File: src/verilog/dosm_pkg.sv
// Package of constants and types for the drive operating-state sequencer
package dosm_pkg;

  // ****************************************
  // Operating states, numbered 1 to 9
  // ****************************************
  typedef enum logic [3:0] {
    ST_START,
    ST_NOT_READY,
    ST_SWITCH_ON_DISABLED,
    ST_READY,
    ST_SWITCHED_ON,
    ST_OPERATION_ENABLED,
    ST_QUICK_STOP_ACTIVE,
    ST_FAULT_RESPONSE_ACTIVE,
    ST_FAULT
  } dosm_state_e;

  // ****************************************
  // Fieldbus state-control command codes
  // ****************************************
  localparam logic [2:0] CMD_NONE = 3'h0;
  localparam logic [2:0] CMD_SHUTDOWN = 3'h1;
  localparam logic [2:0] CMD_SWITCH_ON = 3'h2;
  localparam logic [2:0] CMD_ENABLE_OPERATION = 3'h3;
  localparam logic [2:0] CMD_DISABLE_OPERATION = 3'h4;
  localparam logic [2:0] CMD_DISABLE_VOLTAGE = 3'h5;
  localparam logic [2:0] CMD_QUICK_STOP = 3'h6;
  localparam logic [2:0] CMD_FAULT_RESET = 3'h7;

  // ****************************************
  // Speed limit and error classes
  // ****************************************
  localparam logic [15:0] SPEED_LIMIT_RPM = 16'h03e8;
  localparam logic [2:0] ERR_NONE = 3'h0;
  localparam logic [2:0] ERR_CLASS1 = 3'h1;
  localparam logic [2:0] ERR_CLASS2 = 3'h2;
  localparam logic [2:0] ERR_CLASS3 = 3'h3;
  localparam logic [2:0] ERR_CLASS4 = 3'h4;

  // ****************************************
  // Status word bit positions and reset values
  // ****************************************
  localparam int STAT_READY_BIT = 0;
  localparam int STAT_SWITCHED_ON_BIT = 1;
  localparam int STAT_OP_ENABLED_BIT = 2;
  localparam int STAT_FAULT_BIT = 3;
  localparam int STAT_QUICK_STOP_BIT = 5;
  localparam int STAT_SWITCH_ON_DISABLED_BIT = 6;
  localparam logic [6:0] STATUS_RESET = 7'h00;
  localparam logic [1:0] FB_COMPAT_ONE = 2'h1;

endpackage : dosm_pkg

File: src/verilog/dosm_sequencer.sv
// Drive operating-state sequencer: states, power stage, brake and motion cancel
`timescale 1ns/100ps
// How it works
// - After reset, leave start on electronics init, then not-ready on parameter init.
// - Nine states encoded: start through fault, numbered one to nine.
// - State 3 to 4 needs no undervoltage, encoder ok, slow speed, both inputs high.
// - State 4 to 5 on local enable request or fieldbus Switch On.
// - State 5 to 6 automatic, unless reached by Switch On or Disable Operation; then wait Enable Operation.
// - Entering state 6 enables power stage, validates parameters, releases brake.
// - Disable Operation in 6 halts motion, applies brake, cuts power, goes to 5.
// - Shutdown in state 5 returns to state 4.
// - In 6, Shutdown goes to 4; disable or Disable Voltage goes to 3.
// - State 4 to 3 on undervoltage, both inputs low, overspeed or Disable Voltage.
// - In 5, disable request or Disable Voltage goes directly to 3.
// - In 6, class 1 error or Quick Stop enters 7 with quick stop.
// - In 7, disable or Disable Voltage goes to 3, power cut at once.
// - Class 2, 3 or 4 error from any state but 8 and 9 enters 8.
// - Class 2 in 6 or 7 goes 8 to 9 when response ends; otherwise directly.
// - Fault reset in 9 clears the error and returns to 3.
// - Fault reset returns 7 to 6; Enable Operation only if 7 came from fieldbus.
// - Fieldbus commands act only in fieldbus control mode.
// - Shutdown needed to leave 3 only with fieldbus, CANopen and compat one.
// - State shown on status word bits 0, 1, 2, 3, 5 and 6.
module dosm_sequencer
(
  input wire logic CLOCK,                  // System clock, 25 MHz
  input wire logic SYS_RST,                // Synchronous reset, active high
  input wire logic CLK_EN,                 // Clock enable, freezes all state when low
  input wire logic ELEC_INIT_DONE,         // Electronics initialization complete
  input wire logic PARAM_INIT_DONE,        // Parameter initialization complete
  input wire logic UNDERVOLTAGE,           // DC bus undervoltage
  input wire logic ENCODER_OK,             // Encoder check passed
  input wire logic [15:0] SPEED_RPM,       // Actual speed magnitude, rpm
  input wire logic SAFE_TORQUE_INPUT_A,    // Safe torque input A pin
  input wire logic SAFE_TORQUE_INPUT_B,    // Safe torque input B pin
  input wire logic LOCAL_ENABLE_REQ,       // Local power-stage enable request pulse
  input wire logic LOCAL_DISABLE_REQ,      // Local power-stage disable request pulse
  input wire logic LOCAL_FAULT_RESET,      // Local fault reset pulse
  input wire logic FIELDBUS_MODE,          // Fieldbus control mode selected
  input wire logic FIELDBUS_CANOPEN,       // Fieldbus is CANopen
  input wire logic [1:0] PROFILE_COMPAT_SELECT, // Compatibility setting
  input wire logic CMD_VALID,              // Fieldbus command strobe
  input wire logic [2:0] CMD_CODE,         // Fieldbus command code
  input wire logic [2:0] ERR_CLASS,        // Error class event, zero for none
  input wire logic ERR_RESPONSE_DONE,      // Class 2 braking response finished
  output logic POWER_STAGE_EN,             // Power stage enable
  output logic BRAKE_RELEASE,              // Holding brake released
  output logic PARAM_VALIDATE,             // Validate user parameters pulse
  output logic CANCEL_HALT,                // Cancel motion with halt pulse
  output logic CANCEL_QUICK_STOP,          // Quick stop braking active
  output logic ERROR_CLEAR,                // Error clear pulse
  output logic [3:0] STATE_NUM,            // Current state number 1 to 9
  output logic [6:0] DRIVE_STATUS_WORD     // Status word bits 6:0, bit 4 zero
);

  // ****************************************
  // Pin synchronisers
  // ****************************************
  logic [1:0] sync_d;
  logic [1:0] sync1_q;
  logic [1:0] sync2_q;

  always_comb
  begin
    sync_d = {SAFE_TORQUE_INPUT_B, SAFE_TORQUE_INPUT_A};
  end

  always_ff @(posedge CLOCK)
  begin
    if (SYS_RST)
    begin
      sync1_q <= 2'h0;
      sync2_q <= 2'h0;
    end
    else if (CLK_EN)
    begin
      sync1_q <= sync_d;
      sync2_q <= sync1_q;
    end
  end

  // ****************************************
  // Helpers
  // ****************************************
  function automatic logic fb_cmd(input logic v, input logic mode, input logic [2:0] code,
                                  input logic [2:0] want);
    fb_cmd = v && mode && (code == want);
  endfunction : fb_cmd

  function automatic logic [6:0] status_of(input dosm_pkg::dosm_state_e s);
    logic [6:0] w;
    w = dosm_pkg::STATUS_RESET;
    case (s)
      dosm_pkg::ST_SWITCH_ON_DISABLED: w[dosm_pkg::STAT_SWITCH_ON_DISABLED_BIT] = 1'b1;
      dosm_pkg::ST_READY:
      begin
        w[dosm_pkg::STAT_QUICK_STOP_BIT] = 1'b1;
        w[dosm_pkg::STAT_READY_BIT] = 1'b1;
      end
      dosm_pkg::ST_SWITCHED_ON:
      begin
        w[dosm_pkg::STAT_QUICK_STOP_BIT] = 1'b1;
        w[dosm_pkg::STAT_SWITCHED_ON_BIT] = 1'b1;
        w[dosm_pkg::STAT_READY_BIT] = 1'b1;
      end
      dosm_pkg::ST_OPERATION_ENABLED:
      begin
        w[dosm_pkg::STAT_QUICK_STOP_BIT] = 1'b1;
        w[2:0] = 3'h7;
      end
      dosm_pkg::ST_QUICK_STOP_ACTIVE: w[2:0] = 3'h7;
      dosm_pkg::ST_FAULT_RESPONSE_ACTIVE, dosm_pkg::ST_FAULT:
      begin
        w[dosm_pkg::STAT_FAULT_BIT] = 1'b1;
        w[2:0] = 3'h7;
      end
      default: w = dosm_pkg::STATUS_RESET;
    endcase
    status_of = w;
  endfunction : status_of

  logic sto_high;
  logic sto_low;
  logic slow;
  logic fast;
  logic c_shut;
  logic c_on;
  logic c_enop;
  logic c_disop;
  logic c_disv;
  logic c_qs;
  logic c_frst;
  logic shut_needed;
  logic fault_reset;
  logic err_severe;

  always_comb
  begin
    sto_high = sync2_q[0] && sync2_q[1];
    sto_low = !sync2_q[0] && !sync2_q[1];
    slow = SPEED_RPM < dosm_pkg::SPEED_LIMIT_RPM;
    fast = SPEED_RPM > dosm_pkg::SPEED_LIMIT_RPM;
    c_shut = fb_cmd(CMD_VALID, FIELDBUS_MODE, CMD_CODE, dosm_pkg::CMD_SHUTDOWN);
    c_on = fb_cmd(CMD_VALID, FIELDBUS_MODE, CMD_CODE, dosm_pkg::CMD_SWITCH_ON);
    c_enop = fb_cmd(CMD_VALID, FIELDBUS_MODE, CMD_CODE, dosm_pkg::CMD_ENABLE_OPERATION);
    c_disop = fb_cmd(CMD_VALID, FIELDBUS_MODE, CMD_CODE, dosm_pkg::CMD_DISABLE_OPERATION);
    c_disv = fb_cmd(CMD_VALID, FIELDBUS_MODE, CMD_CODE, dosm_pkg::CMD_DISABLE_VOLTAGE);
    c_qs = fb_cmd(CMD_VALID, FIELDBUS_MODE, CMD_CODE, dosm_pkg::CMD_QUICK_STOP);
    c_frst = fb_cmd(CMD_VALID, FIELDBUS_MODE, CMD_CODE, dosm_pkg::CMD_FAULT_RESET);
    shut_needed = FIELDBUS_MODE && FIELDBUS_CANOPEN
                  && (PROFILE_COMPAT_SELECT == dosm_pkg::FB_COMPAT_ONE);
    fault_reset = LOCAL_FAULT_RESET || c_frst;
    err_severe = (ERR_CLASS == dosm_pkg::ERR_CLASS2) || (ERR_CLASS == dosm_pkg::ERR_CLASS3)
                 || (ERR_CLASS == dosm_pkg::ERR_CLASS4);
  end

  // ****************************************
  // State sequencer
  // ****************************************
  dosm_pkg::dosm_state_e state_d;
  dosm_pkg::dosm_state_e state_q;
  logic via_fb_d;
  logic via_fb_q;
  logic qs_fb_d;
  logic qs_fb_q;
  logic class2_d;
  logic class2_q;
  logic halt_d;
  logic err_clr_d;
  logic running;

  always_comb
  begin
    running = state_q == dosm_pkg::ST_OPERATION_ENABLED || state_q == dosm_pkg::ST_QUICK_STOP_ACTIVE;
    state_d = state_q;
    via_fb_d = via_fb_q;
    qs_fb_d = qs_fb_q;
    class2_d = class2_q;
    halt_d = 1'b0;
    err_clr_d = 1'b0;
    if ((err_severe || (running && !sto_high)) && state_q != dosm_pkg::ST_FAULT_RESPONSE_ACTIVE
        && state_q != dosm_pkg::ST_FAULT)
    begin
      state_d = dosm_pkg::ST_FAULT_RESPONSE_ACTIVE;
      // Soft braking only with the stage running and torque inputs intact
      class2_d = (ERR_CLASS == dosm_pkg::ERR_CLASS2) && running && sto_high;
    end
    else
    begin
      case (state_q)
        dosm_pkg::ST_START:
          if (ELEC_INIT_DONE) state_d = dosm_pkg::ST_NOT_READY;
        dosm_pkg::ST_NOT_READY:
          if (PARAM_INIT_DONE) state_d = dosm_pkg::ST_SWITCH_ON_DISABLED;
        dosm_pkg::ST_SWITCH_ON_DISABLED:
          if (!UNDERVOLTAGE && ENCODER_OK && slow && sto_high && (!shut_needed || c_shut))
            state_d = dosm_pkg::ST_READY;
        dosm_pkg::ST_READY:
          if (UNDERVOLTAGE || sto_low || fast || c_disv)
            state_d = dosm_pkg::ST_SWITCH_ON_DISABLED;
          else if (LOCAL_ENABLE_REQ || c_on)
          begin
            state_d = dosm_pkg::ST_SWITCHED_ON;
            via_fb_d = c_on && !LOCAL_ENABLE_REQ;
          end
        dosm_pkg::ST_SWITCHED_ON:
          if (LOCAL_DISABLE_REQ || c_disv)
            state_d = dosm_pkg::ST_SWITCH_ON_DISABLED;
          else if (c_shut)
            state_d = dosm_pkg::ST_READY;
          else if (!via_fb_q || c_enop)
            state_d = dosm_pkg::ST_OPERATION_ENABLED;
        dosm_pkg::ST_OPERATION_ENABLED:
          if (LOCAL_DISABLE_REQ || c_disv)
            state_d = dosm_pkg::ST_SWITCH_ON_DISABLED;
          else if (c_shut)
            state_d = dosm_pkg::ST_READY;
          else if (ERR_CLASS == dosm_pkg::ERR_CLASS1 || c_qs)
          begin
            state_d = dosm_pkg::ST_QUICK_STOP_ACTIVE;
            qs_fb_d = c_qs && ERR_CLASS != dosm_pkg::ERR_CLASS1;
          end
          else if (c_disop)
          begin
            state_d = dosm_pkg::ST_SWITCHED_ON;
            halt_d = 1'b1;
            via_fb_d = 1'b1;
          end
        dosm_pkg::ST_QUICK_STOP_ACTIVE:
          if (LOCAL_DISABLE_REQ || c_disv)
            state_d = dosm_pkg::ST_SWITCH_ON_DISABLED;
          else if (fault_reset || (c_enop && qs_fb_q))
            state_d = dosm_pkg::ST_OPERATION_ENABLED;
        dosm_pkg::ST_FAULT_RESPONSE_ACTIVE:
          if (!class2_q || ERR_RESPONSE_DONE)
            state_d = dosm_pkg::ST_FAULT;
        dosm_pkg::ST_FAULT:
          if (fault_reset)
          begin
            state_d = dosm_pkg::ST_SWITCH_ON_DISABLED;
            err_clr_d = 1'b1;
          end
        default: state_d = dosm_pkg::ST_START;
      endcase
    end
  end

  // ****************************************
  // Outputs derived from next state
  // ****************************************
  logic pwr_d;
  logic brake_d;
  logic valid_d;
  logic qs_d;
  logic pwr_q;
  logic brake_q;
  logic valid_q;
  logic qs_q;
  logic halt_q;
  logic err_clr_q;

  always_comb
  begin
    pwr_d = state_d == dosm_pkg::ST_OPERATION_ENABLED || state_d == dosm_pkg::ST_QUICK_STOP_ACTIVE
            || (state_d == dosm_pkg::ST_FAULT_RESPONSE_ACTIVE && class2_d);
    brake_d = state_d == dosm_pkg::ST_OPERATION_ENABLED
              || state_d == dosm_pkg::ST_QUICK_STOP_ACTIVE;
    valid_d = state_d == dosm_pkg::ST_OPERATION_ENABLED
              && state_q != dosm_pkg::ST_OPERATION_ENABLED;
    qs_d = state_d == dosm_pkg::ST_QUICK_STOP_ACTIVE
           || (state_d == dosm_pkg::ST_FAULT_RESPONSE_ACTIVE && class2_d);
  end

  always_ff @(posedge CLOCK)
  begin
    if (SYS_RST)
    begin
      state_q <= dosm_pkg::ST_START;
      via_fb_q <= 1'b0;
      qs_fb_q <= 1'b0;
      class2_q <= 1'b0;
      pwr_q <= 1'b0;
      brake_q <= 1'b0;
      valid_q <= 1'b0;
      qs_q <= 1'b0;
      halt_q <= 1'b0;
      err_clr_q <= 1'b0;
    end
    else if (CLK_EN)
    begin
      state_q <= state_d;
      via_fb_q <= via_fb_d;
      qs_fb_q <= qs_fb_d;
      class2_q <= class2_d;
      pwr_q <= pwr_d;
      brake_q <= brake_d;
      valid_q <= valid_d;
      qs_q <= qs_d;
      halt_q <= halt_d;
      err_clr_q <= err_clr_d;
    end
  end

  assign POWER_STAGE_EN = pwr_q;
  assign BRAKE_RELEASE = brake_q;
  assign PARAM_VALIDATE = valid_q;
  assign CANCEL_HALT = halt_q;
  assign CANCEL_QUICK_STOP = qs_q;
  assign ERROR_CLEAR = err_clr_q;
  assign STATE_NUM = 4'(state_q) + 4'h1;
  assign DRIVE_STATUS_WORD = status_of(state_q);

endmodule : dosm_sequencer

File: config.mk
export PLATFORM = sky130hd
export DESIGN_NAME = dosm_sequencer
export DESIGN_NICKNAME = d
export VERILOG_FILES = /design/src/verilog/dosm_pkg.sv /design/src/verilog/dosm_sequencer.sv
export SDC_FILE = /design/constraint.sdc
export NUM_CORES = 1
export LEC_CHECK = 0
export BUFFER_PORTS_ARGS = -buffer_cell sky130_fd_sc_hd__buf_2
export CORE_ASPECT_RATIO = 0.5
export CORE_MARGIN = 2
export CORE_UTILIZATION = 36
export DETAILED_ROUTE_END_ITERATION = 16
export GPL_ROUTABILITY_DRIVEN = 1
export PLACE_DENSITY = 0.69
export RECOVER_POWER = 50
export SYNTH_ARGS = -nofsm -noshare
export SYNTH_HDL_FRONTEND = slang
export SYNTH_SLANG_ARGS = --single-unit
File: constraint.sdc
create_clock -name CLOCK -period 7.7 [get_ports CLOCK]
set_input_delay 0.77 -clock CLOCK [delete_from_list [all_inputs] [get_ports CLOCK]]
set_output_delay 0.77 -clock CLOCK [all_outputs]
set_load 0.01 [all_outputs]
; ---- Yosys cells after proc, flatten, opt, wreduce, memory -nomap -nowiden
; Cells that the tools add are included.
[totals]
wordCells = 153
out_inout_bits = 17
reg_bits = 17
[op_classes]
n_lt_le_gt_ge = 2
mux = 41
n_bitwise = 3
n_eq_ne = 33
n_reduce_logical = 61
addsub = 1
[op_table]
columns = op, n
row1 = 4-bit two-way mux, 17
row2 = 4-bit one-hot mux with 9 select lines, 1
row3 = "4-bit by 3-bit equality test with 1-bit output, second input constant", 7
row4 = 1-bit logical AND, 26
row5 = 1-bit two-way mux, 22
row6 = 1-bit logical OR, 18
row7 = "16-bit by 10-bit greater-than comparator with 1-bit output, second input constant", 1
row8 = "16-bit by 10-bit < comparator with 1-bit output, second input constant", 1
row9 = "3-bit equality test, second input constant", 5
row10 = "3-bit by 2-bit equality test with 1-bit output, second input constant", 4
row11 = "2-bit inequality test, second input constant", 6
row12 = 9-bit AND reduction, 1
row13 = "4-bit by 2-bit equality test with 1-bit output, second input constant", 2
row14 = 1-bit zero test, 8
row15 = "4-bit by 3-bit inequality test with 1-bit output, second input constant", 2
row16 = "3-bit by 1-bit equality test with 1-bit output, second input constant", 2
row17 = 6-bit AND reduction, 1
row18 = 6-bit OR reduction, 1
row19 = 5-bit OR reduction, 1
row20 = "4-bit by 1-bit adder with 4-bit output, second input constant", 1
row21 = "4-bit by 1-bit equality test with 1-bit output, second input constant", 1
row22 = "4-bit equality test, second input constant", 1
row23 = 4-bit zero test, 1
row24 = "4-bit inequality test, second input constant", 1
row25 = 8 further kinds, 10

; ---- Logic depth before layout (Yosys ltp)
[depth]
depth_word = 11
ltp_mapped = 12

; ---- Least setup slack after synthesis
; No wires, ideal clock.
[synth_path]
path_type = input-to-reg
startpoint = input CMD_CODE[0]
endpoint = register pwr_q (netlist: POWER_STAGE_EN)
t_required_ns = 7.621
path_stages = 9
setup_ns = 0.079
path_slack_ns = 5.012
n_path_buf = 2
arrival_ns = 2.609
cell_sequence = buf_6 nand2b_4 or3_4 a221oi_2 nor3_1 or4_4 buf_6 and4b_4 a211oi_2
[synth_between]
elab_chain_len = 11
word_cells_on_any_way = 45
cone_classes = 10 x eq/ne / 15 x mux / 20 x reduce/logical
[synth_lines]
columns = item, line
row1 = start: declaration, dosm_sequencer.sv:43  ; input wire logic [2:0] CMD_CODE,
row2 = 3-bit equality test or 3-bit by 2-bit equality test with 1-bit output (tied branches), dosm_sequencer.sv:87  ; fb_cmd = v && mode && (code == want);
row3 = 1-bit logical AND, dosm_sequencer.sv:87
row4 = 4-bit two-way mux (tied with other cells), dosm_sequencer.sv:223  ; else if (c_disop)
row5 = 4-bit two-way mux (tied with other cells), dosm_sequencer.sv:218  ; else if (ERR_CLASS == dosm_pkg::ERR_CLASS1 || c_qs)
row6 = 4-bit two-way mux (on tied branches), "dosm_sequencer.sv:216, dosm_sequencer.sv:209, dosm_sequencer.sv:232"
row7 = 4-bit two-way mux (on tied branches), "dosm_sequencer.sv:214, dosm_sequencer.sv:207, dosm_sequencer.sv:230"
row8 = 4-bit one-hot mux with 9 select lines *, dosm_sequencer.sv:190  ; case (state_q)
row9 = 4-bit two-way mux *, dosm_sequencer.sv:181  ; if ((err_severe || (running && !sto_high)) && state_q != dosm_pkg::ST_FAULT_RESPONSE_ACTIVE
row10 = 4-bit by 3-bit equality test with 1-bit output (on tied branches), "dosm_sequencer.sv:264, dosm_sequencer.sv:265"
row11 = 1-bit logical OR or 1-bit logical AND (tied branches), "dosm_sequencer.sv:264, dosm_sequencer.sv:265"
row12 = 1-bit logical OR *, dosm_sequencer.sv:265  ; || (state_d == dosm_pkg::ST_FAULT_RESPONSE_ACTIVE && class2_d);
row13 = end signal: assignment, dosm_sequencer.sv:295  ; pwr_q <= pwr_d;
row14 = end: declaration, dosm_sequencer.sv:255  ; logic pwr_q;
; Mark *: on every way between the ends. The rest lies on a longest branch, timed or not.
; A chain may end at the register's enable or synchronous reset.

; ---- Final worst setup path
[layout_path]
startpoint = register state_q[0]
endpoint = register qs_q (netlist: CANCEL_QUICK_STOP)
[layout_between]
elab_chain_len = 10
word_cells_on_any_way = 41
cone_classes = 12 x eq/ne / 19 x mux / 10 x reduce/logical
[layout_lines]
columns = item, line
row1 = start: declaration, dosm_sequencer.sv:161  ; dosm_pkg::dosm_state_e state_q;
row2 = start signal: assignment, dosm_sequencer.sv:278  ; state_q <= dosm_pkg::ST_START;
row3 = start signal: assignment, dosm_sequencer.sv:291  ; state_q <= state_d;
row4 = branches (longest 9 deep; another with 4-bit one-hot mux with 9 select lines), --
row5 = 1-bit logical OR *, dosm_sequencer.sv:271  ; || (state_d == dosm_pkg::ST_FAULT_RESPONSE_ACTIVE && class2_d);
row6 = end signal: assignment, dosm_sequencer.sv:298  ; qs_q <= qs_d;
row7 = end: declaration, dosm_sequencer.sv:258  ; logic qs_q;
; Every way passes the cells marked *.

==> flow_summary.ini <==
[status]
status = completed

[timing]
finalHoldViolCount = 0
fin_tns_setup_ps = 0
rsz0062_at_grt = false
fin_worst_skew_ps = 1.45
drv_slew = 0
min_period_ps = 2800
finalSetupViolCount = 0
worst_pin_slew_ps = 938
slew_headroom = 0.375
fmax_mhz = 357
min_period_over_period = 0.364

[placed_design]
io_buffers = 55
placed_area_sq_um = 1780
globalplace.congestion = 0.995
dp_hpwl_um = 3650
place_inst = 297

[synthesis]
syn_area_per_cell_sq_um = 7.53
ys_seq_area_frac = 0.225
synth_seq_cells = 17
synth_cell_types = 60
synth_cells = 201
synth_nets = 245
synth_ff_type = dfxtp_1
yosysWarningCount = 0
syn_area_sq_um = 1510
synth_edf_count = 0
async_reset_ff_frac = 0

[critical_path]
startpoint_type = flop
cp.arrival_ps = 2950
path_max_fanout = 10
path_common_cell = o211ai_1
critical_path_class = flop to flop
cpMaxStageDelayCell = dfxtp_1
cp_cell_sequence = inv_1 -> ha_1 -> or2_1 -> a311oi_1 -> nand2b_1 -> o211ai_1 -> a21oi_1 -> o211ai_1 -> a211oi_1
cpPeakStageDelay_ps = 520
end_kind = flop
worst_ep_required_time_ps = 7850

[floorplanning]
ios = 57
die_x_um = 95.7
die_h_um = 49.9
start_util = 0.382
die-area_sq_um = 4770
num_rows = 16
core_area_sq_um = 3960

[global_routing]
overflow = 0
grt_pass1_vias = 1596
grtUsageMet2 = 0.330
grt_first_pass_wirelength_um = 7580
antenna_found_initial = 0
use_met1 = 0.289
track_usage = 0.204
use_met3 = 0.0138
busiest_layer = met2
grt_max_degree = 23

[route]
drc = 0
drtPass1Iterations = 5
via_per_inst = 5.82
drtAntennaViolNets = 0
vias = 1752
wirelength_um = 4590
drtIter0Drc = 155
routedWlPerCell_um = 15.3

[clock_network]
numCtsBuffers = 3
ctsHoldBuffers = 0
root_buffer = clkbuf_8
clk_latency_ps = 250
cts_max_level = 1
clkSinkCount = 17
cts_tree = built
ctsResizeCount = 0
postCtsSetupBuffers = 0
clk_pin_slew_worst_paths_ps = 60
cts_buffer_depth = 2

[layout]
area_delta_synth_final_pct = 19.8
finalInstanceArea_sq_um = 1810
antennaDiodeCount = 0
num-nets-final = 292
fin_cells = 301
drive_gt1_frac = 0.239

[pwr]
vdd_drop_max_mv = 0.0994
p_total_mw = 0.251
power_per_cell_area_nw_per_um2 = 138
cellLeakagePower_nw = 0.742

[worst_hold_path]
hold_path.class = flop to flop

[run]
drv_cap = 0
-- cells in the final DEF (no fill, tap or decap), drive strengths merged, types with 3 or more instances in the layout --
master | Yosys | routed
a211oi | 3 | 3
a21oi | 7 | 7
a311oi | 5 | 5
and3 | 4 | 4
buf | 9 | 44
clkbuf | 4 | 15
dfxtp | 17 | 17
ha | 4 | 4
inv | 8 | 8
mux2i | 6 | 6
nand2 | 16 | 16
nand2b | 9 | 9
nand3 | 11 | 11
nand4 | 3 | 3
nor2 | 20 | 20
nor2b | 8 | 8
nor3 | 6 | 6
nor4 | 3 | 3
o211ai | 3 | 3
o21ai | 8 | 8
o22ai | 4 | 4
or4 | 4 | 4
-- per-layer routing --
metal / wire, um / share of wire
met4: 55 / 0.012
met3: 333 / 0.072
met2: 2120 / 0.46
met5: 0 / 0
met1: 2080 / 0.45
-- sequential cells by signal, summed over array words and instances (netlist names) --
register,cells
CANCEL_QUICK_STOP,1
class2_q,1
sync1_q,2
sync2_q,2
ERROR_CLEAR,1
PARAM_VALIDATE,1
via_fb_q,1
qs_fb_q,1
CANCEL_HALT,1
BRAKE_RELEASE,1
state_q,4
POWER_STAGE_EN,1
-- kinds of logic (layout without fill, tap and decap cells) --
group           Yosys count  after routing  synth area share
compound gates           49             49             0.238
xor+xnor                  3              3            0.0174
fa+ha+maj                 4              4            0.0331
buf+inv                  21             67            0.0694
flops                    17             17             0.225
mux                       6              6            0.0397
other cells               1              1           0.00248
simple gates            100            100             0.375
-- stage by stage --
step                setup WS, ps  utilization  hold slack (ps)
floorplan                   5010            -              460
global placement            4940        0.449              457
detailed placement          4910        0.449              468
CTS                         4910        0.461              481
global route                4680        0.457              515
finish                      4900        0.457              484
-- layout make-up --
cell class | instances | area (sq um)
Timing Repair Buffer | 55 | 262
Sequential cell | 17 | 340
Fill cell | 403 | 2150
Multi-Input combinational cell | 163 | 1070
Tap cell | 54 | 67.6
Inverter | 8 | 30.0
Clock buffer | 4 | 45.0
-- cells in the mapped netlist (3+ instances only) --
cell type  instances  area, sq um
a21oi_1            7         35.0
a311oi_1           5         43.8
and3_1             4         25.0
buf_2              3         15.0
clkbuf_1           4         15.0
dfxtp_1           17          340
ha_1               4         50.1
inv_1              7         26.3
mux2i_1            6         60.1
nand2_1           16         60.1
nand2b_1           8         50.1
nand3_1           11         55.1
nand4_1            3         18.8
nor2_1            20         75.1
nor2b_1            8         50.1
nor3_1             6         30.0
nor4_1             3         18.8
o211ai_1           3         22.5
o21ai_0            7         35.0
o22ai_1            4         25.0
or4_1              3         22.5
-- power breakdown --
group | internal, mW | switching (mW) | leakage, nW
logic | 0.0373 | 0.0518 | 0.580
registers | 0.0916 | 0.00609 | 0.139
clock network | 0.0367 | 0.0275 | 0.0228
-- path summary, 6_finish.rpt --
| path | startpoint | endpoint | slack (ps) | depth (start not counted) |
|---|---|---|---|---|
| max reg2reg | state_q[0] | CANCEL_QUICK_STOP | 4900 | 9 |
| min reg2reg | BRAKE_RELEASE | BRAKE_RELEASE | 480 | 2 |
| min | BRAKE_RELEASE | BRAKE_RELEASE | 480 | 2 |
| max | state_q[0] | CANCEL_QUICK_STOP | 4900 | 9 |
-- worst max-delay path, delay by kind of cell (launching register included) --
kind | cells | cell delay, ps
AND/OR/NAND/NOR | 2 | 540
AO/OA/AOI/OAI | 5 | 1160
buffers and inverters | 1 | 140
flip-flops | 1 | 520
adder cells (fa/ha/maj) | 1 | 330
No activity file was read; power rests on OpenSTA's default activity.
